[src/pkg/qec_pkg.sv]
// Register map, field positions and constants of the quadrature encoder block
package qec_pkg;

    // Register offsets and bus widths
    localparam int QEC_ADDR_W = 12;
    localparam int QEC_DATA_W = 16;
    localparam logic [11:0] QEC_OFF_CONTROL = 12'h140;
    localparam logic [11:0] QEC_OFF_INPUT_CONTROL = 12'h144;

    // Reset values and writable masks
    localparam logic [15:0] QEC_CONTROL_RESET = 16'h0000;
    localparam logic [15:0] QEC_INPUT_CONTROL_RESET = 16'h0000;
    localparam logic [15:0] QEC_CONTROL_WMASK = 16'hbf7f;
    localparam logic [15:0] QEC_INPUT_CONTROL_WMASK = 16'hfff0;

    // Encoder control fields
    localparam int QEC_MODULE_ENABLE_BIT = 15;
    localparam int QEC_STOP_IN_IDLE_BIT = 13;
    localparam int QEC_PIMOD_LSB = 10;
    localparam int QEC_IMV_LSB = 8;
    localparam int QEC_PRESCALE_LSB = 4;
    localparam int QEC_DIRECTION_BIT = 3;
    localparam int QEC_GATE_ENABLE_BIT = 2;
    localparam int QEC_CCM_LSB = 0;

    // Input control fields
    localparam int QEC_INDEX_CAPTURE_BIT = 15;
    localparam int QEC_FILTER_ENABLE_BIT = 14;
    localparam int QEC_FILTER_DIV_LSB = 11;
    localparam int QEC_OUTFNC_LSB = 9;
    localparam int QEC_SWAP_BIT = 8;
    localparam int QEC_HOME_POL_BIT = 7;
    localparam int QEC_INDEX_POL_BIT = 6;
    localparam int QEC_B_POL_BIT = 5;
    localparam int QEC_A_POL_BIT = 4;

    // Counter control modes
    localparam logic [1:0] QEC_CCM_QUADRATURE = 2'h0;
    localparam logic [1:0] QEC_CCM_EXT_UPDOWN = 2'h1;
    localparam logic [1:0] QEC_CCM_EXT_GATE = 2'h2;
    localparam logic [1:0] QEC_CCM_TIMER = 2'h3;

    // Position initialisation modes
    localparam logic [2:0] QEC_PI_NONE = 3'h0;
    localparam logic [2:0] QEC_PI_INDEX_CLEAR = 3'h1;
    localparam logic [2:0] QEC_PI_NEXT_INDEX_LOAD = 3'h2;
    localparam logic [2:0] QEC_PI_HOME_FIRST = 3'h3;
    localparam logic [2:0] QEC_PI_HOME_SECOND = 3'h4;
    localparam logic [2:0] QEC_PI_GEC_CLEAR = 3'h5;
    localparam logic [2:0] QEC_PI_MODULO = 3'h6;
    localparam logic [2:0] QEC_PI_MODULO_INDEX = 3'h7;

    // Compare output functions
    localparam logic [1:0] QEC_OUT_OFF = 2'h0;
    localparam logic [1:0] QEC_OUT_GE = 2'h1;
    localparam logic [1:0] QEC_OUT_LE = 2'h2;
    localparam logic [1:0] QEC_OUT_EITHER = 2'h3;

    // Divider and filter sizes
    localparam int QEC_DIV_W = 8;
    localparam int QEC_FILTER_DEPTH = 3;

    // Homing sequence states
    typedef enum logic [1:0] {
        QEC_H_WAIT_HOME,
        QEC_H_WAIT_FIRST,
        QEC_H_WAIT_SECOND,
        QEC_H_DONE
    } qec_home_e;

    // Divide code to low-bit mask: 1,2,4,8,16,32,64,256
    function automatic logic [7:0] qec_div_mask(input logic [2:0] code);
        logic [7:0] m;
        m = 8'h00;
        case (code)
            3'h0: m = 8'h00;
            3'h1: m = 8'h01;
            3'h2: m = 8'h03;
            3'h3: m = 8'h07;
            3'h4: m = 8'h0f;
            3'h5: m = 8'h1f;
            3'h6: m = 8'h3f;
            default: m = 8'hff;
        endcase
        return m;
    endfunction

endpackage

[src/hw/qec_top.sv]
// Quadrature encoder configuration, input conditioning and position counter
//
// What this block does
// - Module enable clear stops counters; registers stay readable and writable.
// - Stop-in-idle set halts counting while idle; clear keeps counting.
// - Counter modes 10 (ext gate) and 11 (timer) ignore init mode.
// - Quadrature mode: index match on A/B pattern clears the position counter.
// - Init 000 ignores index outside quadrature mode, 001 clears each index, 010 loads next index.
// - Init 011 loads on first index after home, 100 on second.
// - Init 101 clears position when it equals the upper compare value.
// - Init 110 counts modulo; 111 adds clear on every index.
// - Index match pattern bits 9:8 give required B and A levels.
// - Prescale bits 6:4 divide internal counting clock 1 to 256.
// - Direction bit selects default down or up; external up/down overrides.
// - Gate enable makes external gate control counting; clear ignores it except in ext gate mode.
// - Counter mode bits 1:0 select quadrature, ext up/down, ext gate, timer.
// - Index capture enable: rising index match captures the position.
// - Filter enable passes A, B, index, home through a digital filter.
// - Output function bits 10:9 drive the compare output pin.
// - Swap bit exchanges A and B before the decoder.
// - Home polarity bit inverts the home input.
// - Bits 6, 5, 4 invert index, B and A inputs.
// - Read-only bits 3:0 show home, index, B, A after polarity and swap.
//
// Design decision made here: strobed register access.
`timescale 1ns/100ps
`default_nettype none

module qec_top
    import qec_pkg::*;
#(
    parameter int POS_W = 32
) (
    input wire logic mclk_i,
    input wire logic rst_b_i,
    input wire logic [QEC_ADDR_W-1:0] reg_addr_i,
    input wire logic [QEC_DATA_W-1:0] reg_wdata_i,
    input wire logic reg_wr_i,
    input wire logic reg_rd_i,
    output logic [QEC_DATA_W-1:0] reg_rdata_o,
    input wire logic cpu_idle_i,
    input wire logic phase_a_input_i,
    input wire logic phase_b_input_i,
    input wire logic marker_input_i,
    input wire logic reference_switch_input_i,
    input wire logic [POS_W-1:0] init_value_register_i,
    input wire logic [POS_W-1:0] upper_compare_value_i,
    input wire logic [POS_W-1:0] lower_compare_value_i,
    output logic [POS_W-1:0] position_counter_o,
    output logic [POS_W-1:0] position_hold_o,
    output logic position_capture_o,
    output logic compare_output_pin_o
);

    if (POS_W < 2 || POS_W > 32) begin : g_bad_width
        $error("qec_top: POS_W must lie between 2 and 32");
    end

    ////////////////////////////////////////////////////////////////////////
    // Registers
    logic [15:0] ctrl_q, ioc_q, rdata_q;
    logic [3:0] status_lvl;
    logic wr_ctrl, wr_ioc;
    assign wr_ctrl = reg_wr_i && (reg_addr_i == QEC_OFF_CONTROL);
    assign wr_ioc = reg_wr_i && (reg_addr_i == QEC_OFF_INPUT_CONTROL);
    // Configuration fields
    wire logic module_enable_bit = ctrl_q[QEC_MODULE_ENABLE_BIT];
    wire logic stop_in_idle_bit = ctrl_q[QEC_STOP_IN_IDLE_BIT];
    wire logic [2:0] position_init_mode = ctrl_q[QEC_PIMOD_LSB +: 3];
    wire logic [1:0] index_match_pattern = ctrl_q[QEC_IMV_LSB +: 2];
    wire logic [2:0] counter_clock_prescale = ctrl_q[QEC_PRESCALE_LSB +: 3];
    wire logic count_direction_select = ctrl_q[QEC_DIRECTION_BIT];
    wire logic gate_enable_bit = ctrl_q[QEC_GATE_ENABLE_BIT];
    wire logic [1:0] counter_control_mode = ctrl_q[QEC_CCM_LSB +: 2];
    wire logic index_capture_enable = ioc_q[QEC_INDEX_CAPTURE_BIT];
    wire logic input_filter_enable = ioc_q[QEC_FILTER_ENABLE_BIT];
    wire logic [2:0] filter_clock_divide = ioc_q[QEC_FILTER_DIV_LSB +: 3];
    wire logic [1:0] compare_output_function = ioc_q[QEC_OUTFNC_LSB +: 2];
    wire logic phase_swap_bit = ioc_q[QEC_SWAP_BIT];
    // Order: home, index, B, A
    wire logic [3:0] pol_bits = {ioc_q[QEC_HOME_POL_BIT], ioc_q[QEC_INDEX_POL_BIT],
                                 ioc_q[QEC_B_POL_BIT], ioc_q[QEC_A_POL_BIT]};

    // Control register writes, reserved bits held at zero
    always_ff @(posedge mclk_i or negedge rst_b_i) begin
        if (!rst_b_i) begin
            ctrl_q <= QEC_CONTROL_RESET;
        end else if (wr_ctrl) begin
            ctrl_q <= reg_wdata_i & QEC_CONTROL_WMASK;
        end
    end
    // Input control register writes, low four bits are live status
    always_ff @(posedge mclk_i or negedge rst_b_i) begin
        if (!rst_b_i) begin
            ioc_q <= QEC_INPUT_CONTROL_RESET;
        end else if (wr_ioc) begin
            ioc_q <= reg_wdata_i & QEC_INPUT_CONTROL_WMASK;
        end
    end
    // Read data valid only in the cycle after the strobe; unmapped reads zero
    always_ff @(posedge mclk_i or negedge rst_b_i) begin
        if (!rst_b_i) begin
            rdata_q <= 16'h0000;
        end else if (reg_rd_i && reg_addr_i == QEC_OFF_CONTROL) begin
            rdata_q <= ctrl_q;
        end else if (reg_rd_i && reg_addr_i == QEC_OFF_INPUT_CONTROL) begin
            rdata_q <= {ioc_q[15:4], status_lvl};
        end else begin
            rdata_q <= 16'h0000;
        end
    end

    ////////////////////////////////////////////////////////////////////////
    // Input synchronisers, swap and polarity
    logic [3:0] pin_raw, sync1_q, sync2_q, swapped;
    assign pin_raw = {reference_switch_input_i, marker_input_i,
                      phase_b_input_i, phase_a_input_i};

    // Two-stage synchroniser on the four encoder pins
    always_ff @(posedge mclk_i or negedge rst_b_i) begin
        if (!rst_b_i) begin
            sync1_q <= 4'h0;
            sync2_q <= 4'h0;
        end else begin
            sync1_q <= pin_raw;
            sync2_q <= sync1_q;
        end
    end

    // A and B exchanged ahead of polarity and decoder
    assign swapped = phase_swap_bit ? {sync2_q[3:2], sync2_q[0], sync2_q[1]}
                                    : sync2_q;
    assign status_lvl = swapped ^ pol_bits;

    ////////////////////////////////////////////////////////////////////////
    // Clock dividers for the filter and the internal counting clock
    logic [QEC_DIV_W-1:0] div_cnt_q;
    logic flt_tick, cnt_tick;
    // Free-running divider shared by both prescalers
    always_ff @(posedge mclk_i or negedge rst_b_i) begin
        if (!rst_b_i) begin
            div_cnt_q <= '0;
        end else begin
            div_cnt_q <= div_cnt_q + 8'h01;
        end
    end

    assign flt_tick = (div_cnt_q & qec_div_mask(filter_clock_divide)) == 8'h00;
    assign cnt_tick = (div_cnt_q & qec_div_mask(counter_clock_prescale)) == 8'h00;

    ////////////////////////////////////////////////////////////////////////
    // Digital filter: an input changes after three equal samples
    logic [3:0] filt_q, cond;
    for (genvar i = 0; i < 4; i++) begin : g_filter
        logic [QEC_FILTER_DEPTH-1:0] hist_q;
        // Sample history on each filter clock tick
        always_ff @(posedge mclk_i or negedge rst_b_i) begin
            if (!rst_b_i) begin
                hist_q <= '0;
                filt_q[i] <= 1'b0;
            end else if (flt_tick) begin
                hist_q <= {hist_q[QEC_FILTER_DEPTH-2:0], status_lvl[i]};
                filt_q[i] <= (&hist_q) || (filt_q[i] && (|hist_q));
            end
        end
        assign cond[i] = input_filter_enable ? filt_q[i] : status_lvl[i];
    end

    ////////////////////////////////////////////////////////////////////////
    // Edge detection and event decode
    logic [3:0] prev_q;
    logic idx_match_q, idx_match, idx_event, home_event, count_run;
    logic step_valid, step_up, quad_step, quad_dir, gate_level;
    // Previous conditioned levels
    always_ff @(posedge mclk_i or negedge rst_b_i) begin
        if (!rst_b_i) begin
            prev_q <= 4'h0;
            idx_match_q <= 1'b0;
        end else begin
            prev_q <= cond;
            idx_match_q <= idx_match;
        end
    end

    // Index qualified by the A/B pattern in quadrature mode
    assign idx_match = (counter_control_mode == QEC_CCM_QUADRATURE)
                     ? cond[2] && (cond[1:0] == index_match_pattern)
                     : cond[2];
    assign idx_event = idx_match && !idx_match_q;
    assign home_event = cond[3] && !prev_q[3];
    // Enable and idle gating of the position counter, homing and capture; the divider runs free
    assign count_run = module_enable_bit && !(stop_in_idle_bit && cpu_idle_i);
    assign gate_level = cond[1];
    // Quadrature decoder: one phase change per step, A leading B counts up
    assign quad_step = (cond[0] ^ prev_q[0]) ^ (cond[1] ^ prev_q[1]);
    assign quad_dir = prev_q[1] ^ cond[0];
    // Counting source per counter control mode
    always_comb begin
        step_valid = 1'b0;
        step_up = !count_direction_select;
        case (counter_control_mode)
            QEC_CCM_QUADRATURE: begin
                step_valid = quad_step;
                step_up = quad_dir ^ count_direction_select;
            end
            QEC_CCM_EXT_UPDOWN: begin
                step_valid = cond[0] && !prev_q[0];
                step_up = cond[1];
            end
            QEC_CCM_EXT_GATE: step_valid = cond[0] && !prev_q[0] && gate_level;
            QEC_CCM_TIMER: step_valid = cnt_tick;
            default: step_valid = 1'b0;
        endcase
        if (gate_enable_bit && !gate_level) begin
            step_valid = 1'b0;
        end
    end

    ////////////////////////////////////////////////////////////////////////
    // Homing sequence for the home-qualified load modes
    qec_home_e home_q;
    logic home_load, next_loaded_q, pi_active;
    // Ext gate and timer modes take no notice of the initialisation mode
    assign pi_active = !counter_control_mode[1];
    // Load strobe for modes 011 and 100
    assign home_load = idx_event
        && ((position_init_mode == QEC_PI_HOME_FIRST && home_q == QEC_H_WAIT_FIRST)
        || (position_init_mode == QEC_PI_HOME_SECOND && home_q == QEC_H_WAIT_SECOND));
    // Home then index sequencing; rearmed by a control register write
    always_ff @(posedge mclk_i or negedge rst_b_i) begin
        if (!rst_b_i) begin
            home_q <= QEC_H_WAIT_HOME;
        end else if (wr_ctrl) begin
            home_q <= QEC_H_WAIT_HOME;
        end else if (count_run && pi_active) begin
            case (home_q)
                QEC_H_WAIT_HOME: begin
                    if (home_event) begin
                        home_q <= QEC_H_WAIT_FIRST;
                    end
                end
                QEC_H_WAIT_FIRST: begin
                    if (home_load) begin
                        home_q <= QEC_H_DONE;
                    end else if (idx_event) begin
                        home_q <= QEC_H_WAIT_SECOND;
                    end
                end
                QEC_H_WAIT_SECOND: begin
                    if (idx_event) begin
                        home_q <= QEC_H_DONE;
                    end
                end
                QEC_H_DONE: home_q <= QEC_H_DONE;
                default: home_q <= QEC_H_WAIT_HOME;
            endcase
        end
    end

    // One-shot load in mode 010, rearmed by a control register write
    always_ff @(posedge mclk_i or negedge rst_b_i) begin
        if (!rst_b_i) begin
            next_loaded_q <= 1'b0;
        end else if (count_run && pi_active && idx_event
                     && position_init_mode == QEC_PI_NEXT_INDEX_LOAD) begin
            next_loaded_q <= 1'b1;
        end else if (wr_ctrl) begin
            next_loaded_q <= 1'b0;
        end
    end

    ////////////////////////////////////////////////////////////////////////
    // Position counter
    logic [POS_W-1:0] pos_q, pos_step;
    logic idx_clear;
    // Index clear: modes 001 and 111, or any index match in quadrature mode
    assign idx_clear = idx_event && (position_init_mode == QEC_PI_INDEX_CLEAR
                     || position_init_mode == QEC_PI_MODULO_INDEX
                     || counter_control_mode == QEC_CCM_QUADRATURE);
    // Next value after a single step, modulo wrap in modes 110 and 111
    always_comb begin
        pos_step = step_up ? pos_q + 1'b1 : pos_q - 1'b1;
        if (pi_active && position_init_mode[2:1] == 2'b11) begin
            if (step_up && pos_q == upper_compare_value_i) begin
                pos_step = lower_compare_value_i;
            end else if (!step_up && pos_q == lower_compare_value_i) begin
                pos_step = upper_compare_value_i;
            end
        end
    end

    // Initialisation events take priority over counting
    always_ff @(posedge mclk_i or negedge rst_b_i) begin
        if (!rst_b_i) begin
            pos_q <= '0;
        end else if (count_run) begin
            if (pi_active && home_load) begin
                pos_q <= init_value_register_i;
            end else if (pi_active && idx_event && !next_loaded_q
                         && position_init_mode == QEC_PI_NEXT_INDEX_LOAD) begin
                pos_q <= init_value_register_i;
            end else if (pi_active && idx_clear) begin
                pos_q <= '0;
            end else if (pi_active && position_init_mode == QEC_PI_GEC_CLEAR
                         && pos_q == upper_compare_value_i) begin
                pos_q <= '0;
            end else if (step_valid) begin
                pos_q <= pos_step;
            end
        end
    end

    ////////////////////////////////////////////////////////////////////////
    // Capture on rising index match
    logic [POS_W-1:0] hold_q;
    logic cap_q;
    // Position captured and strobe raised for one cycle
    always_ff @(posedge mclk_i or negedge rst_b_i) begin
        if (!rst_b_i) begin
            hold_q <= '0;
            cap_q <= 1'b0;
        end else begin
            cap_q <= 1'b0;
            if (count_run && index_capture_enable && idx_event) begin
                hold_q <= pos_q;
                cap_q <= 1'b1;
            end
        end
    end

    ////////////////////////////////////////////////////////////////////////
    // Compare output pin
    logic cmp_q, at_or_above, at_or_below;
    assign at_or_above = pos_q >= upper_compare_value_i;
    assign at_or_below = pos_q <= lower_compare_value_i;
    // Registered compare function
    always_ff @(posedge mclk_i or negedge rst_b_i) begin
        if (!rst_b_i) begin
            cmp_q <= 1'b0;
        end else begin
            case (compare_output_function)
                QEC_OUT_GE: cmp_q <= at_or_above;
                QEC_OUT_LE: cmp_q <= at_or_below;
                QEC_OUT_EITHER: cmp_q <= at_or_above || at_or_below;
                default: cmp_q <= 1'b0;
            endcase
        end
    end

    // Outputs straight from flip-flops
    assign reg_rdata_o = rdata_q;
    assign position_counter_o = pos_q;
    assign position_hold_o = hold_q;
    assign position_capture_o = cap_q;
    assign compare_output_pin_o = cmp_q;

endmodule

`default_nettype wire

[config.mk]
export PLATFORM = sky130hd
export DESIGN_NAME = qec_top
export DESIGN_NICKNAME = d
export VERILOG_FILES = /design/src/pkg/qec_pkg.sv /design/src/hw/qec_top.sv
export SDC_FILE = /design/constraint.sdc
export NUM_CORES = 1
export LEC_CHECK = 0
export CAP_MARGIN = 15
export CORE_MARGIN = 5
export CORE_UTILIZATION = 45
export DETAILED_ROUTE_END_ITERATION = 10
export DONT_BUFFER_PORTS = 1
export GPL_TIMING_DRIVEN = 0
export MAX_ROUTING_LAYER = met4
export PLACE_DENSITY = 0.59
export SLEW_MARGIN = 40
export SYNTH_ARGS = -nofsm -noshare
export SYNTH_HDL_FRONTEND = slang
export SYNTH_SLANG_ARGS = --single-unit
[constraint.sdc]
create_clock -name mclk_i -period 11.8 [get_ports mclk_i]
set_clock_uncertainty 0.15 [all_clocks]
set_input_delay 1.18 -clock mclk_i [delete_from_list [all_inputs] [get_ports mclk_i]]
set_output_delay 1.18 -clock mclk_i [all_outputs]
set_load 0.02 [all_outputs]
---- Word level (Yosys, flattened, before mapping) ----
Index checks and enable logic that the tools add are counted.
word-level totals
  logic and storage cells ................. 175
  output and inout port bits .............. 82
  register bits ........................... 148
cells by class
  equal/unequal tests ..................... 36
  reduce and logical (&&, ||, !) cells .... 71
  multiplexer cells ....................... 33
  $lt $le $gt $ge ......................... 2
  bitwise gates (word level) .............. 8
  add/sub/neg operators ................... 3
operators by type and width
  kind                     number
  $mux W32                 9
  $pmux W8 S7              2
  $eq A32 B32 Y1           2
  $logic_and A1 B1 Y1      35
  $add A32 B1 Y32 const B  1
  $ge A32 B32 Y1           1
  $le A32 B32 Y1           1
  $mux W16                 2
  $sub A32 B1 Y32 const B  1
  $eq A3 B3 Y1 const B     9
  $eq A12 B9 Y1 const B    2
  $eq A3 B2 Y1 const B     6
  $and A8 B8 Y8            2
  $logic_not A8 Y1         2
  $eq A2 B2 Y1 const B     7
  $mux W2                  7
  $reduce_and A3 Y1        4
  $reduce_or A3 Y1         4
  $eq A3 B1 Y1 const B     3
  $logic_not A1 Y1         9
  $mux W1                  9
  $add A8 B1 Y8 const B    1
  $logic_or A1 B1 Y1       8
  $pmux W2 S4              1
  15 further kinds         25

---- Depth between registers and ports, before layout ----
Gate-level depths: netlist of run 1.
  depth after elaboration ................. 16
  depth in mapped cells ................... 19

---- Least setup slack after synthesis of run 1 ----
Ideal clock, no wire load.
  path kind ............................... reg2reg
  start point ............................. register ioc_q[8]
  end point ............................... register pos_q[22] (netlist: position_counter_o[22])
  slack ................................... 7.507 ns
  stages on the path, launching flop included .. 19
  period minus slack after synthesis ...... 4.293 ns
  arrival ................................. 4.017 ns
  data required time ...................... 11.524 ns
  buffers on the path ..................... 3
  cells stage by stage .................... dfrtp_1 -> mux2i_2 -> mux2i_4 -> mux2i_1 -> or2_1 -> buf_2 -> nor2_4 -> buf_2 -> buf_2 -> xnor2_1 -> ha_1 -> nor3b_1 -> nor3_1 -> a21boi_2 -> o22ai_4 -> nand3_1 -> o2bb2ai_1 -> mux2i_1 -> a221o_1
on the way
  longest elaborated chain between the ends .. 16
  elaborated cells between the ends (all ways) .. 41
  classes of those cells .................. 1 x eq/ne; 16 x mux; 6 x bitwise; 18 x reduce/logical
RTL lines
  element                 RTL line        RTL
  start, declared         qec_top.sv:61   logic [15:0] ctrl_q, ioc_q, rdata_q;
  start signal, assigned  qec_top.sv:97   ioc_q <= reg_wdata_i & QEC_INPUT_CONTROL_WMASK;
  $mux W2 *               qec_top.sv:131  assign swapped = phase_swap_bit ? {sync2_q[3:2], sync2_q[0], sync2_q[1]}
  $xor A4 B4 Y4 *         qec_top.sv:133  assign status_lvl = swapped ^ pol_bits;
  $mux W1                 qec_top.sv:166  assign cond[i] = input_filter_enable ? filt_q[i] : status_lvl[i];
  $xor A1 B1 Y1           qec_top.sv:196  assign quad_dir = prev_q[1] ^ cond[0];
  $xor A1 B1 Y1           qec_top.sv:204  step_up = quad_dir ^ count_direction_select;
  $pmux W1 S2             qec_top.sv:201  case (counter_control_mode)
  $logic_not A1 Y1        qec_top.sv:286  end else if (!step_up && pos_q == lower_compare_value_i) begin
  $logic_and A1 B1 Y1     qec_top.sv:286
  $mux W32                qec_top.sv:286
  $mux W32                qec_top.sv:284  if (step_up && pos_q == upper_compare_value_i) begin
  $mux W32                qec_top.sv:283  if (pi_active && position_init_mode[2:1] == 2'b11) begin
  $mux W32                qec_top.sv:307  end else if (step_valid) begin
  $mux W32                qec_top.sv:304  end else if (pi_active && position_init_mode == QEC_PI_GEC_CLEAR
  $mux W32                qec_top.sv:302  end else if (pi_active && idx_clear) begin
  $mux W32                qec_top.sv:299  end else if (pi_active && idx_event && !next_loaded_q
  $mux W32                qec_top.sv:297  if (pi_active && home_load) begin
  end signal, assigned    qec_top.sv:298  pos_q <= init_value_register_i;
  end signal, assigned    qec_top.sv:301  pos_q <= init_value_register_i;
  end signal, assigned    qec_top.sv:308  pos_q <= pos_step;
  end, declared           qec_top.sv:274  logic [POS_W-1:0] pos_q, pos_step;
Mark *: on every way between the ends. The rest lies on a longest branch, timed or not. The select of a mux whose other input is x is not followed.
A chain may end at the register's enable or synchronous reset.

---- Final worst setup path of run 1 ----
Same ends and word-level chain as after synthesis.

==> results list, run 1 <==
* Hold Crit Class: flip-flop to flip-flop
- Data arrival time at the worst-slack endpoint: roughly 5400 ps
* Post-route met1 wirelength: around 14000 um
- The root buffer cell chosen for the clock tree is sky130_fd_sc_hd__clkbuf_16.
- Met3 routed WL: slightly below 3000 um
- The number of nets in the synthesized netlist is around 1300.
- For this run, the share of the core covered by cells in the final layout is 0.5052.
- Leading cell types by total area after synthesis: sky130_fd_sc_hd__dfrtp_1, sky130_fd_sc_hd__ha_1, sky130_fd_sc_hd__mux2_2
* Wire length of the first global-routing pass: slightly above 50000 um
- Entering global routing, the biggest net connects between 100 and 150 pins.
* Run status: finished clean
- On the critical path, the stage with the largest delay is an instance of sky130_fd_sc_hd__dfrtp_1.
* Post-placement setup slack: roughly 6700 ps
* Cell chain of the critical path: mux2i_2 -> mux2i_4 -> mux2i_1 -> or2_1 -> buf_2 -> nor2_4 -> buf_2 -> buf_2 -> xnor2_1 -> ha_1 -> nor3b_1 -> nor3_1 -> a21boi_2 -> o22ai_4 -> nand3_1 -> o2bb2ai_1 -> mux2i_1 -> a221o_1
- Post-CTS Setup Bufs: 0
- Of the total synthesized cell area, the portion taken by AND, OR, NAND and NOR gates is 0.1718.
- After detailed routing, the number of vias per cell comes to between 6 and 7.
- Number of standard cells in the final layout excluding fillers: around 1400
- For the worst setup path, the data required time is between 10000 and 15000 ps.
* Total via count after detailed routing: between 8000 and 9000
* Chip width: around 160 um
- Counting flops with a built-in enable in the synthesized netlist gives 0.
* Crit path max fanout: 10
* Post-synthesis async set-or-reset flop share: 1.000
* Half-perimeter wire length after detailed placement: between 20000 and 30000 um
- VDD sags by at most about 0.12 mV.
- Each instance of the synthesized netlist takes up on average between 9 and 10 sq um.
- After detailed routing, the met2 layer carries between 15000 and 20000 um of wire.
- H-Tree Level Count: 4
* Final Wtd Congestion: approximately 0.97
- After synthesis, the most frequently instantiated cells are sky130_fd_sc_hd__dfrtp_1, sky130_fd_sc_hd__a21oi_1, sky130_fd_sc_hd__nand2_1.
- Antenna violations before repair: 0
- During placement, the flow inserted port buffers numbering 0.
* Via count of the first global-routing pass: roughly 8800
- For this design the ratio of total power to cell area is around 110 mW/mm^2.
* Post-layout min period: 5248 ps
* Accumulated negative setup slack: 0 ps
* Wire length after detailed routing: 33030 um
- For this run, the post-layout net count is approximately 1300.
* Start point of the worst min-delay path: sync1_q[3]$_DFF_PN0_
- Buffers inserted during clock tree synthesis total 17.
* Area grow syn2layout: 9.605%
- End of the worst hold path: sync2_q[3]$_DFF_PN0_
- Xor-xnor portion of the synthesized cell area: 0.01731
- First-pass detailed-route iteration total: 7
- In this design, the critical path's most frequently occurring cell is sky130_fd_sc_hd__buf_2.
* Remaining Overflow, GRT: 0
- The floorplan step defined a die boundary enclosing roughly 0.026 sq mm.
- In the finished design, the share of the clock period the worst path needs comes to 0.4447.
* FF-to-FF End: position_counter_o[22]$_DFFE_PN0P_
- By area, the combinational part of the netlist is dominated by compound AO/OA/AOI/OAI gates.
- Yosys printed 0 warnings.
- Synthesis inferred 147 register bits.
- Multiplexer area fraction after synthesis: 0.1083
- The critical path is of the flip-flop to flip-flop type.
- Counting both buffers and inverters, the worst setup path holds a total of 3.
- Post-placement cell count: between 1000 and 1500
- Derived from the worst setup path, the maximum achievable clock frequency is between 150 and 200 MHz.
- The finished cells cover about 0.011 sq mm.
* Total core area: 0.02196 sq mm
* Leak Pwr: approximately 5.4 nW
* Transition time of the tightest slew-check pin: 868.4 ps
- In the final layout, the share of cells above drive strength 1 is 0.1281.
- The tool flagged a number of max-cap violations equal to 0.
- In this run the critical register-to-register path is launched from ioc_q[8]$_DFFE_PN0P_.
- For this run, the total global-route usage over all layers was measured as 0.2612.
- Setup repair after global routing left no endpoint under its margin.
- Gates resized during post-CTS repair numbered 0.
* Worst setup SP type: flip-flop
* Compound-gate portion of the synthesized area: 0.1943
- Top Family by Delay on Critical Path: compound AO/OA/AOI/OAI gates
* Crit end category: flip-flop
- Remaining number of nets flagged by the antenna check after routing: 0
- Most used flip-flop cell after synthesis: sky130_fd_sc_hd__dfrtp_1
- Share of synthesized area occupied by flip-flops and latches: 0.3635
- Die Y: between 150 and 200 um
- The synthesized netlist contains between 70 and 80 unique library cells.
- Worst relative slew slack: 0.4189
* Hold Path Stages: 0
- Hold repair after CTS inserted 0 buffers.
- The floorplan has 54 rows.
- Clock-pin slew on the worst setup and hold paths: ~60 ps
* Clock tree from TritonCTS: yes
* Slew Viols, Final: 0
* Highest routed metal layer: met4
* Reg2reg path depth: 18
- Post-route setup slack: 6552 ps
* Cell area after technology mapping: slightly above 0.01 sq mm
- Endpoints failing hold: 0
* Maximum buffer depth of the clock tree: 2
- First-iteration detailed-routing DRC count: 755
* Post-detailed-route wirelength per cell: between 20 and 25 um
- Summed over all instances, the cell type with the most area after synthesis is sky130_fd_sc_hd__dfrtp_1.
- Minimum setup slack among reg-to-reg paths: 6550 ps
- Most frequent cell after synthesis: sky130_fd_sc_hd__dfrtp_1
- 0 antenna diodes ended up in the layout.
* Number of ports placed on the die boundary: 215
- For this configuration, the core starts out at a cell density of 0.4609.
- In the routed design, unresolved DRC markers number 0.
- In this design, the stage delay of the slowest critical-path cell is roughly 430 ps.
- Once placement finished, the instance area stood at 0.01048 sq mm.
* Synth top area share: 0.3635
- Setup violations remaining at the end of the flow were counted as 0.
* Share of synthesized cell area in full adder, half adder and majority cells: 0.08406
* Num Clock Sinks: 147
* Clock latency reported for the late side of the worst-skew pair: about 430 ps
* Syn Inst Count: 1122
-- final cells by class --
| type | count | area (sq um) |
|---|---|---|
| plain buffers | 66 | 317.8 |
| clock buffers | 19 | 432.9 |
| clock inverters | 13 | 183.9 |
| fillers | 2125 | 10870 |
| inverters | 79 | 296.5 |
| multi-input cells | 830 | 5828 |
| flip-flops and latches | 147 | 3679 |
| well taps | 280 | 350.3 |
| repair buffers | 1 | 5.005 |
-- routing by layer --
metal	track usage	vias up
met5	-	-
li1	-	4132
met4	0.06023	0
met2	0.4316	342
met1	0.3199	4186
met3	0.07320	40
-- kinds of logic (layout without fill, tap and decap cells) --
| family | after synthesis | after routing |
|---|---|---|
| and+or+nand+nor | 342 | 342 |
| AOI/OAI and AO/OA | 301 | 301 |
| DFF | 147 | 147 |
| buffers and inverters | 145 | 178 |
| muxes | 99 | 99 |
| adders and majority gates | 68 | 68 |
| xor gates and xnor gates | 20 | 20 |
-- cell usage in the layout (no fill, tap or decap), types with 4 or more instances in the layout --
master and n:
sky130_fd_sc_hd__buf_6 4, sky130_fd_sc_hd__nor3_1 20, sky130_fd_sc_hd__mux2_2 70, sky130_fd_sc_hd__o211ai_1 5, sky130_fd_sc_hd__nand2b_1 8, sky130_fd_sc_hd__nor2_1 75
sky130_fd_sc_hd__o22ai_1 34, sky130_fd_sc_hd__a221o_1 5, sky130_fd_sc_hd__a22oi_1 4, sky130_fd_sc_hd__buf_4 4, sky130_fd_sc_hd__bufinv_16 4, sky130_fd_sc_hd__o21ai_1 12
sky130_fd_sc_hd__inv_1 78, sky130_fd_sc_hd__a21oi_1 96, sky130_fd_sc_hd__nand3b_1 5, sky130_fd_sc_hd__and4_1 6, sky130_fd_sc_hd__clkbuf_16 17, sky130_fd_sc_hd__o21ai_0 31
sky130_fd_sc_hd__nor4_1 14, sky130_fd_sc_hd__nand2_1 84, sky130_fd_sc_hd__buf_2 21, sky130_fd_sc_hd__o31ai_1 4, sky130_fd_sc_hd__and3_1 16, sky130_fd_sc_hd__nor2b_1 12
sky130_fd_sc_hd__nand3_1 43, sky130_fd_sc_hd__clkbuf_1 37, sky130_fd_sc_hd__a21o_1 29, sky130_fd_sc_hd__or3_1 8, sky130_fd_sc_hd__dfrtp_1 147, sky130_fd_sc_hd__o21a_1 10
sky130_fd_sc_hd__ha_1 68, sky130_fd_sc_hd__nand4_1 25, sky130_fd_sc_hd__a31oi_1 18, sky130_fd_sc_hd__mux2i_1 26, sky130_fd_sc_hd__and2_1 7, sky130_fd_sc_hd__a211oi_1 12
sky130_fd_sc_hd__a2bb2oi_1 6, sky130_fd_sc_hd__nor4b_1 4, sky130_fd_sc_hd__xnor2_1 18
-- power by group --
group	switching [mW]	internal [mW]	total (mW)
registers	0.0260	0.515	0.541
clock network	0.220	0.354	0.574
logic	0.0793	0.0625	0.142
total	0.325	0.932	1.26
-- sequential cells by signal, summed over array words and instances (netlist names) --
| name | cells |
|---|---|
| position_capture_o | 1 |
| sync2_q | 4 |
| g_filter.hist_q | 12 |
| reg_rdata_o | 16 |
| filt_q | 4 |
| ctrl_q | 14 |
| prev_q | 3 |
| sync1_q | 4 |
| position_hold_o | 32 |
| idx_match_q | 1 |
| position_counter_o | 32 |
| compare_output_pin_o | 1 |
| ioc_q | 12 |
| next_loaded_q | 1 |
| div_cnt_q | 8 |
| home_q | 2 |
-- worst max path at each step --
stage | slack [ps] | endpoint | cells after the start | startpoint
2_1_floorplan | 7510 | position_counter_o[22]$_DFFE_PN0P_ | 18 | ioc_q[8]$_DFFE_PN0P_
3_3_place_gp | 6620 | position_counter_o[22]$_DFFE_PN0P_ | 18 | ioc_q[8]$_DFFE_PN0P_
3_5_place_dp | 6660 | position_counter_o[22]$_DFFE_PN0P_ | 18 | ioc_q[8]$_DFFE_PN0P_
4_1_cts | 6620 | position_counter_o[22]$_DFFE_PN0P_ | 18 | ioc_q[8]$_DFFE_PN0P_
5_1_grt | 6350 | position_counter_o[22]$_DFFE_PN0P_ | 18 | ioc_q[8]$_DFFE_PN0P_
6_report | 6550 | position_counter_o[22]$_DFFE_PN0P_ | 18 | ioc_q[8]$_DFFE_PN0P_
-- through the flow --
step	hold slack [ps]	power (mW)
2_1_floorplan	181.2	0.6524
3_3_place_gp	181.9	0.6868
3_5_place_dp	186.4	0.6892
4_1_cts	200.8	1.267
5_1_grt	215.3	1.308
6_report	197.0	1.257
No activity file was read; power rests on OpenSTA's default activity.
==> run 2: changes to the inputs <==
--- a/config.mk
+++ b/config.mk
@@ -5,6 +5,7 @@
 export SDC_FILE = /design/constraint.sdc
 export NUM_CORES = 1
 export LEC_CHECK = 0
+export ABC_AREA = 1
 export CAP_MARGIN = 15
 export CORE_MARGIN = 5
 export CORE_UTILIZATION = 45
@@ -12,7 +13,7 @@
 export DONT_BUFFER_PORTS = 1
 export GPL_TIMING_DRIVEN = 0
 export MAX_ROUTING_LAYER = met4
-export PLACE_DENSITY = 0.59
+export PLACE_DENSITY = 0.61
 export SLEW_MARGIN = 40
 export SYNTH_ARGS = -nofsm -noshare
 export SYNTH_HDL_FRONTEND = slang
==> constraint.sdc (replaced) <==
create_clock -name mclk_i -period 4.6 [get_ports mclk_i]
set_clock_uncertainty 0.15 [all_clocks]
set_input_delay 0.46 -clock mclk_i [delete_from_list [all_inputs] [get_ports mclk_i]]
set_output_delay 0.46 -clock mclk_i [all_outputs]
set_load 0.02 [all_outputs]
==> results list, run 2 <==
* Run status: finished clean
- Routed length on met2: 17670 um (+11%)
- Leak Pwr: 5.935 nW (+11%)
- The worst reg-to-reg setup slack was 290 ps (-6260 ps).
* First-iteration detailed-routing DRC count: 780 (+3.3%)
- Pin count of the biggest net entering global routing: 148 (unchanged)
- Worst relative slew slack: 0.4278 (+0.008895)
- Cells resized by post-CTS repair: 0 (unchanged)
* Clock tree from TritonCTS: yes
* Post-route setup slack: 289.7 ps (-6262 ps)
- Library cell occupying the most area in the post-synthesis netlist: sky130_fd_sc_hd__dfrtp_1
- Maximum ir drop on the vdd rail: 0.2365 mV (+98%)
- Number of rows in the core area: 55 (+1.9%)
- Data arrival time at the worst-slack endpoint: 4490 ps (-920 ps)
- Pwr/cell area: 330.9 mW/mm^2 (+190%)
- The ratio of routed vias to standard cells is 5.806 (-4.2%).
- Leaving out fill and tap cells, the most frequent cell in the layout is sky130_fd_sc_hd__nand2_1.
- Most frequent cell after synthesis: sky130_fd_sc_hd__nand2_1
- Clock-pin slew on the worst setup and hold paths: 70 ps (about the same)
- Inserted Clock Buffers: 17 (unchanged)
* CP Class: flip-flop to flip-flop
- Unrepaired setup endpoints after global routing: false
- The sequential fraction of the synthesis area came to 0.3528 (-0.01068).
* Post-detailed-route wirelength per cell: 21.84 um (-5.1%)
- The final-layout worst hold slack was 19.07 ps (-177.9 ps).
* Max cap viols: 0 (unchanged)
- Post-layout min period: 4310 ps (-937.6 ps)
* Via count of the first global-routing pass: 9908 (+13%)
* DIE AREA: 0.02632 sq mm (+2.8%)
- The floorplan die height came to 162.2 um (+1.4%).
- Most used flip-flop cell after synthesis: sky130_fd_sc_hd__dfrtp_1
* Distinct cell type count of the synthesized netlist: 53 (-33%)
- The die outline width is 162.2 um (+1.4%).
- The final global-route overflow total came to 0 (unchanged).
* Required time worst endpoint: 4780 ps (-7180 ps)
- Worst setup SP type: flip-flop
- The minimum setup slack after placement is 387.0 ps (-6274 ps).
* Final cell utilization of the core: 0.5069 (+0.001702)
- The count of flip-flops with a built-in enable after synthesis was 0 (unchanged).
* End of the worst hold path: ioc_q[7]$_DFFE_PN0P_
- The async set-or-reset flop fraction in the synthesized netlist is 1.000 (unchanged).
- The count of nets left with antenna violations after detail routing was 0 (unchanged).
* Number of synthesis warnings: 0 (unchanged)
- Post-route met1 wirelength: 16370 um (+19%)
- The synthesized area per cell came to 7.348 sq um (-19%).
* Hold Path Stages: 1 (+1)
- Synth top area share: 0.3528 (-0.01068)
- Top cells by instance count after synthesis: sky130_fd_sc_hd__nand2_1, sky130_fd_sc_hd__inv_1, sky130_fd_sc_hd__dfrtp_1
* Root cell of the clock tree: sky130_fd_sc_hd__clkbuf_16
- Leading cell types by total area after synthesis: sky130_fd_sc_hd__dfrtp_1, sky130_fd_sc_hd__nand2_1, sky130_fd_sc_hd__ha_1
* Number of ports placed on the die boundary: 215 (unchanged)
- The count of TritonRoute iterations in the first routing pass is 5 (-2).
- Post-route fraction of the period consumed by the critical path: 0.9370 (+0.4923)
* Area grow syn2layout: 10.39%
- Wire length of the first global-routing pass: 58050 um (+14%)
* Flip-flop and latch count after synthesis: 147 (unchanged)
- Met3 routed WL: 2728 um (-5.5%)
- The worst register-to-register path begins at position_counter_o[7]$_DFFE_PN0P_.
- The number of clock sinks seen by CTS came to 147 (unchanged).
- The number of failing hold endpoints at the final stage was 0 (unchanged).
- The number of cells on the worst reg-to-reg path is 13 (-5).
- Number of buffers added on ports: 0 (unchanged)
* Post-CTS Setup Bufs: 0 (unchanged)
- N_diodes: 0 (unchanged)
- The count of fill cells added during filler insertion came to 2292 (+7.9%).
* Starting utilization of the core area: 0.4592 (-0.001738)
- Worst Setup SP: position_counter_o[7]$_DFFE_PN0P_
- The min-delay analysis places its worst path in the category input pin to flip-flop.
- Post-synthesis net count: 1620 (+22%)
- Crit end category: flip-flop
* Hold buffers post-CTS: 9 (+9)
- Accumulated negative setup slack: 0 ps (unchanged)
* DRC violations left: 0 (unchanged)
* Crit path max fanout: 10 (unchanged)
* Fin nets: 1649 (+23%)
- In the layout the commonest cells are sky130_fd_sc_hd__nand2_1, sky130_fd_sc_hd__inv_1, sky130_fd_sc_hd__dfrtp_1, sky130_fd_sc_hd__a21oi_1, sky130_fd_sc_hd__o21ai_0.
* Final Wtd Congestion: 0.9744 (+0.38%)
- Overall fraction of global-route tracks in use: 0.2937 (+0.03250)
* Transition time of the tightest slew-check pin: 851.7 ps (-16.69 ps)
* Cell area after technology mapping: 0.01043 sq mm (+3.0%)
- The highest metal layer carrying signal wires in the routed design is met4.
- The maximum clock frequency is 232.0 MHz (+22%).
* Antenna violations before repair: 0 (unchanged)
* Slew Viols, Final: 0 (unchanged)
* Total core area: 0.02271 sq mm (+3.4%)
- Syn Inst Count: 1419 (+26%)
* Total via count after detailed routing: 10130 (+16%)
* Half-perimeter wire length after detailed placement: 29280 um (+14%)
- The worst hold path begins at reg_wdata_i[7].
* Maximum buffer depth of the clock tree: 2 (unchanged)
* H-Tree Level Count: 4 (unchanged)
* FF-to-FF End: position_counter_o[27]$_DFFE_PN0P_
* Wire length after detailed routing: 38110 um (+15%)
- The final setup violation count came to 0 (unchanged).
- The share of post-route cells with drive strength above 1 is 0.06849 (-0.05965).
- The clock latency on the worst-skew pair was 440 ps (about the same).
run 2: cell count changes after synthesis, sizes merged, moves of 16 or more:
cell   delta
a21o     -29
a21oi    +27
a22oi    +17
a31oi    -16
inv     +143
mux2     -69
mux2i    -28
nand2   +230
nand3    +47
o21ai    +73
o41ai    +22
xor2     +26
run 2: layout make-up:
type                    instances  area, sq um  area share
flip-flops and latches        147         3679      0.3196
clock buffers                  17        425.4     0.03696
repair buffers                 10        135.1     0.01174
plain buffers                  47        230.2     0.02000
well taps                     285        356.6     0.03098
inverters                     224        840.8     0.07304
multi-input cells            1001         5698      0.4950
clock inverters                14        146.4     0.01272
run 2: per-stage QoR:
step	total power, mW	std cells	cell area (sq um)
floorplan	2.126	1419	10430
global placement	2.358	1704	10780
detailed placement	2.366	1704	10790
CTS	3.805	1744	11470
global route	4.004	1745	11510
finish	3.809	1745	11510
run 2: worst max-delay path by stage:
| stage | endpoint | slack, ps | depth (start not counted) |
|---|---|---|---|
| global placement | position_counter_o[27]$_DFFE_PN0P_ | 380 | 13 |
| detailed placement | position_counter_o[27]$_DFFE_PN0P_ | 390 | 13 |
| global route | position_counter_o[12]$_DFFE_PN0P_ | 270 | 13 |
| CTS | position_counter_o[27]$_DFFE_PN0P_ | 370 | 13 |
| floorplan | position_counter_o[30]$_DFFE_PN0P_ | 1600 | 25 |
| finish | position_counter_o[27]$_DFFE_PN0P_ | 290 | 13 |
run 2: cells by family after synthesis:
family          share of synthesized area
compound gates                     0.2057
flops                              0.3528
buf+inv                            0.1027
mux                              0.002160
simple gates                       0.2245
xor+xnor                          0.03060
fa+ha+maj                         0.08159
run 2: routing by layer:
layer  track usage  up-vias
met5             -        -
met4        0.1111        0
met3       0.05405       63
met2        0.4619      438
met1        0.3789     4775
li1              -     4856
run 2: report_power, final:
group,total [mW],switching [mW],internal [mW]
Clock,1.41,0.646,0.761
Combinational,0.988,0.643,0.345
Sequential,1.41,0.0858,1.33
run 2: critical path, cell delays in order, from the launching register on:
cell	delay [ps]
sky130_fd_sc_hd__dfrtp_1	590
sky130_fd_sc_hd__ha_1	410
sky130_fd_sc_hd__nand2_1	70
sky130_fd_sc_hd__nor2_1	130
sky130_fd_sc_hd__nand2_1	100
sky130_fd_sc_hd__nor4_1	430
sky130_fd_sc_hd__nand2_1	250
sky130_fd_sc_hd__nor4_1	560
sky130_fd_sc_hd__nand2_1	390
sky130_fd_sc_hd__clkbuf_1	440
sky130_fd_sc_hd__o22ai_1	380
sky130_fd_sc_hd__a21oi_1	120
sky130_fd_sc_hd__nand2_1	130
sky130_fd_sc_hd__a21oi_2	50
==> run 3: changes to the inputs <==
--- a/config.mk
+++ b/config.mk
@@ -5,7 +5,6 @@
 export SDC_FILE = /design/constraint.sdc
 export NUM_CORES = 1
 export LEC_CHECK = 0
-export ABC_AREA = 1
 export CAP_MARGIN = 15
 export CORE_MARGIN = 5
 export CORE_UTILIZATION = 45
==> results list, run 3 (same netlist as run 1, synthesis figures left out) <==
- Root cell of the clock tree: sky130_fd_sc_hd__clkbuf_16
- Number of buffers added on ports: 0 (unchanged)
* Run status: finished clean
* Post-detailed-route wirelength per cell: 22.63 um (+3.6%)
* Fmax achieved: 224.3 MHz (-3.3%)
* Fin nets: 1361 (-17%)
* Vias/cell: 6.126 (+5.5%)
- The combined global-route utilization of all metal layers is 0.2618 (-0.03191).
- Layout cells sized above 1: 0.1381 (+0.06961)
- Total core area: 0.02196 sq mm (-3.3%)
- The floorplan die height is 160.0 um (-1.4%).
- The max-slew headroom at the worst pin came to 0.3747 (-0.05313).
- Chip width: 160.0 um (-1.4%)
* Antenna violations before repair: 1 (+1)
- DRC violations left: 0 (unchanged)
* Unrepaired setup endpoints after global routing: false
- Total via count after detailed routing: 8907 (-12%)
* Clock-pin slew on the worst setup and hold paths: 70 ps (about the same)
* Via count of the first global-routing pass: 8831 (-11%)
* Num Clock Sinks: 147 (unchanged)
* Endpoints failing hold: 0 (unchanged)
- The max-cap violation count came to 0 (unchanged).
- CP Class: flip-flop to flip-flop
- The die area is 0.02559 sq mm (-2.8%).
- Maximum ir drop on the vdd rail: 0.2574 mV (+8.8%)
- The instance area at placement came to 0.01048 sq mm (-2.9%).
- STA classifies the critical path endpoint as a flip-flop.
- Number of rows in the core area: 54 (-1.8%)
- Final Instance Area: 0.01136 sq mm (-1.3%)
- The summed negative setup slack over all endpoints came to 0 ps (unchanged).
* Final Wtd Congestion: 0.9918 (+1.8%)
* Reg2reg path depth: 12 (-1)
* Worst hold-check slack: 23.32 ps (+4.250 ps)
- The maximum net fanout on the critical path was 12 (+2).
- The post-route fraction of the period consumed by the critical path is 0.9694 (+0.03238).
- The number of buffers created by CTS was 17 (unchanged).
- Total power draw: 3.305 mW (-13%)
* First-pass detailed-route iteration total: 8 (+3)
- Data arrival time at the worst-slack endpoint: 4660 ps (+170 ps)
* Required time worst endpoint: 4800 ps (+20 ps)
* Clock tree from TritonCTS: yes
* Setup Viol. Count Final: 0 (unchanged)
- From synthesis to final layout, the design area changed by 12.23%.
- The global-route wire length before repair was 51490 um (-11%).
* Clock latency reported for the late side of the worst-skew pair: 430 ps (about the same)
* Hold Path Stages: 2 (+1)
- The final critical path time including I/O delays and setup was 4459 ps (+149.0 ps).
- Post-route setup slack: 140.7 ps (-149.0 ps)
- Half-perimeter wire length after detailed placement: 25510 um (-13%)
* Pwr/cell area: 291.0 mW/mm^2 (-12%)
- The maximum count of clock buffers along a single path came to 2 (unchanged).
- The worst setup path is launched from a flip-flop.
- Slew Viols, Final: 0 (unchanged)
- The largest net degree at the start of global routing came to 148 (unchanged).
* Hold Crit Class: input pin to flip-flop
- Wire length after detailed routing: 32910 um (-14%)
* First-iteration detailed-routing DRC count: 747 (-4.2%)
- The leakage power came to 5.460 nW (-8.0%).
- Remaining number of nets flagged by the antenna check after routing: 0 (unchanged)
- H-Tree Level Count: 4 (unchanged)
* Transition time of the tightest slew-check pin: 934.5 ps (+82.79 ps)
- Leading cell type in the layout, fill and taps excluded: sky130_fd_sc_hd__dfrtp_1
- Starting utilization of the core area: 0.4609 (+0.001738)
* Number of ports placed on the die boundary: 215 (unchanged)
- The final global-route overflow total is 0 (unchanged).
* Post-placement setup slack: -519.2 ps (-906.2 ps)
* Leading cell types in the layout, fill and taps excluded: sky130_fd_sc_hd__dfrtp_1, sky130_fd_sc_hd__a21oi_1, sky130_fd_sc_hd__nand2_1, sky130_fd_sc_hd__inv_1, sky130_fd_sc_hd__nor2_1
## run 3: cell types whose count changed in the layout (fill, tap and decap cells not counted), moves of 25 or more
cell and delta:
sky130_fd_sc_hd__inv_1 -138, sky130_fd_sc_hd__nand2_1 -213, sky130_fd_sc_hd__a21o_1 +29, sky130_fd_sc_hd__mux2_2 +68
sky130_fd_sc_hd__a21oi_1 -25, sky130_fd_sc_hd__o21ai_0 -78, sky130_fd_sc_hd__mux2i_1 +25, sky130_fd_sc_hd__nand3_1 -42
## run 3: metrics by stage
step	utilization	cells
final	0.5173	1454
after global routing	0.5173	1454
after CTS	0.5143	1449
after detailed placement	0.4771	1403
after global placement	0.4769	1402
after floorplan	-	1122
## run 3: metal layers
metal / vias to the layer above / track usage / wire, um / share of wire
li1: 4192 / - / - / -
met1: 4224 / 0.3285 / 13640 / 0.41
met2: 429 / 0.4154 / 15300 / 0.46
met3: 62 / 0.07706 / 3219 / 0.098
met4: 0 / 0.07079 / 750 / 0.023
met5: - / - / 0 / 0
## run 3: cell type report
| type | instances | area [sq um] |
|---|---|---|
| fillers | 2073 | 10600 |
| multi-input cells | 830 | 5864 |
| flip-flops and latches | 147 | 3680 |
| clock buffers | 17 | 425.4 |
| well taps | 280 | 350.3 |
| plain buffers | 65 | 327.8 |
| inverters | 79 | 296.5 |
| clock inverters | 15 | 206.4 |
| repair buffers | 20 | 205.2 |
| diodes | 1 | 2.502 |
## run 3: critical path: stages, from the launching register on
cell and delay (ps):
sky130_fd_sc_hd__dfrtp_1 630, sky130_fd_sc_hd__ha_1 430, sky130_fd_sc_hd__nand4_1 150, sky130_fd_sc_hd__nor4_1 540, sky130_fd_sc_hd__nand2_1 200, sky130_fd_sc_hd__nor3_1 470, sky130_fd_sc_hd__o21ai_1 360, sky130_fd_sc_hd__a21boi_4 440
sky130_fd_sc_hd__clkbuf_1 520, sky130_fd_sc_hd__a21oi_1 90, sky130_fd_sc_hd__a21oi_1 170, sky130_fd_sc_hd__nor2_1 60, sky130_fd_sc_hd__a21oi_1 150
## run 3: worst paths after layout
kind                                                            to  slack (ps)                          startpoint
worst min-delay path             position_counter_o[9]$_DFFE_PN0P_          20            init_value_register_i[9]
max in group asynchronous        position_counter_o[6]$_DFFE_PN0P_        3140                             rst_b_i
worst max-delay path            position_counter_o[25]$_DFFE_PN0P_         140  position_counter_o[26]$_DFFE_PN0P_
min in group asynchronous           position_hold_o[8]$_DFFE_PN0P_         530                             rst_b_i
worst max register to register  position_counter_o[25]$_DFFE_PN0P_         140  position_counter_o[26]$_DFFE_PN0P_
worst min register to register                sync2_q[2]$_DFF_PN0_         200                sync1_q[2]$_DFF_PN0_
## run 3: repair_timing
item,4_1_cts,5_1_grt
resized for setup,5,7
endpoints found under the setup margin,8,9
endpoints found under the hold margin,156,0
gates cloned,0,0
pin swaps,2,2
hold buffers,11,0
setup buffers,4,4
## run 3: report_power, final
part / switching (mW) / total [mW] / internal (mW)
clock network: 0.594 / 1.51 / 0.912
logic: 0.234 / 0.412 / 0.177
registers: 0.0664 / 1.39 / 1.32
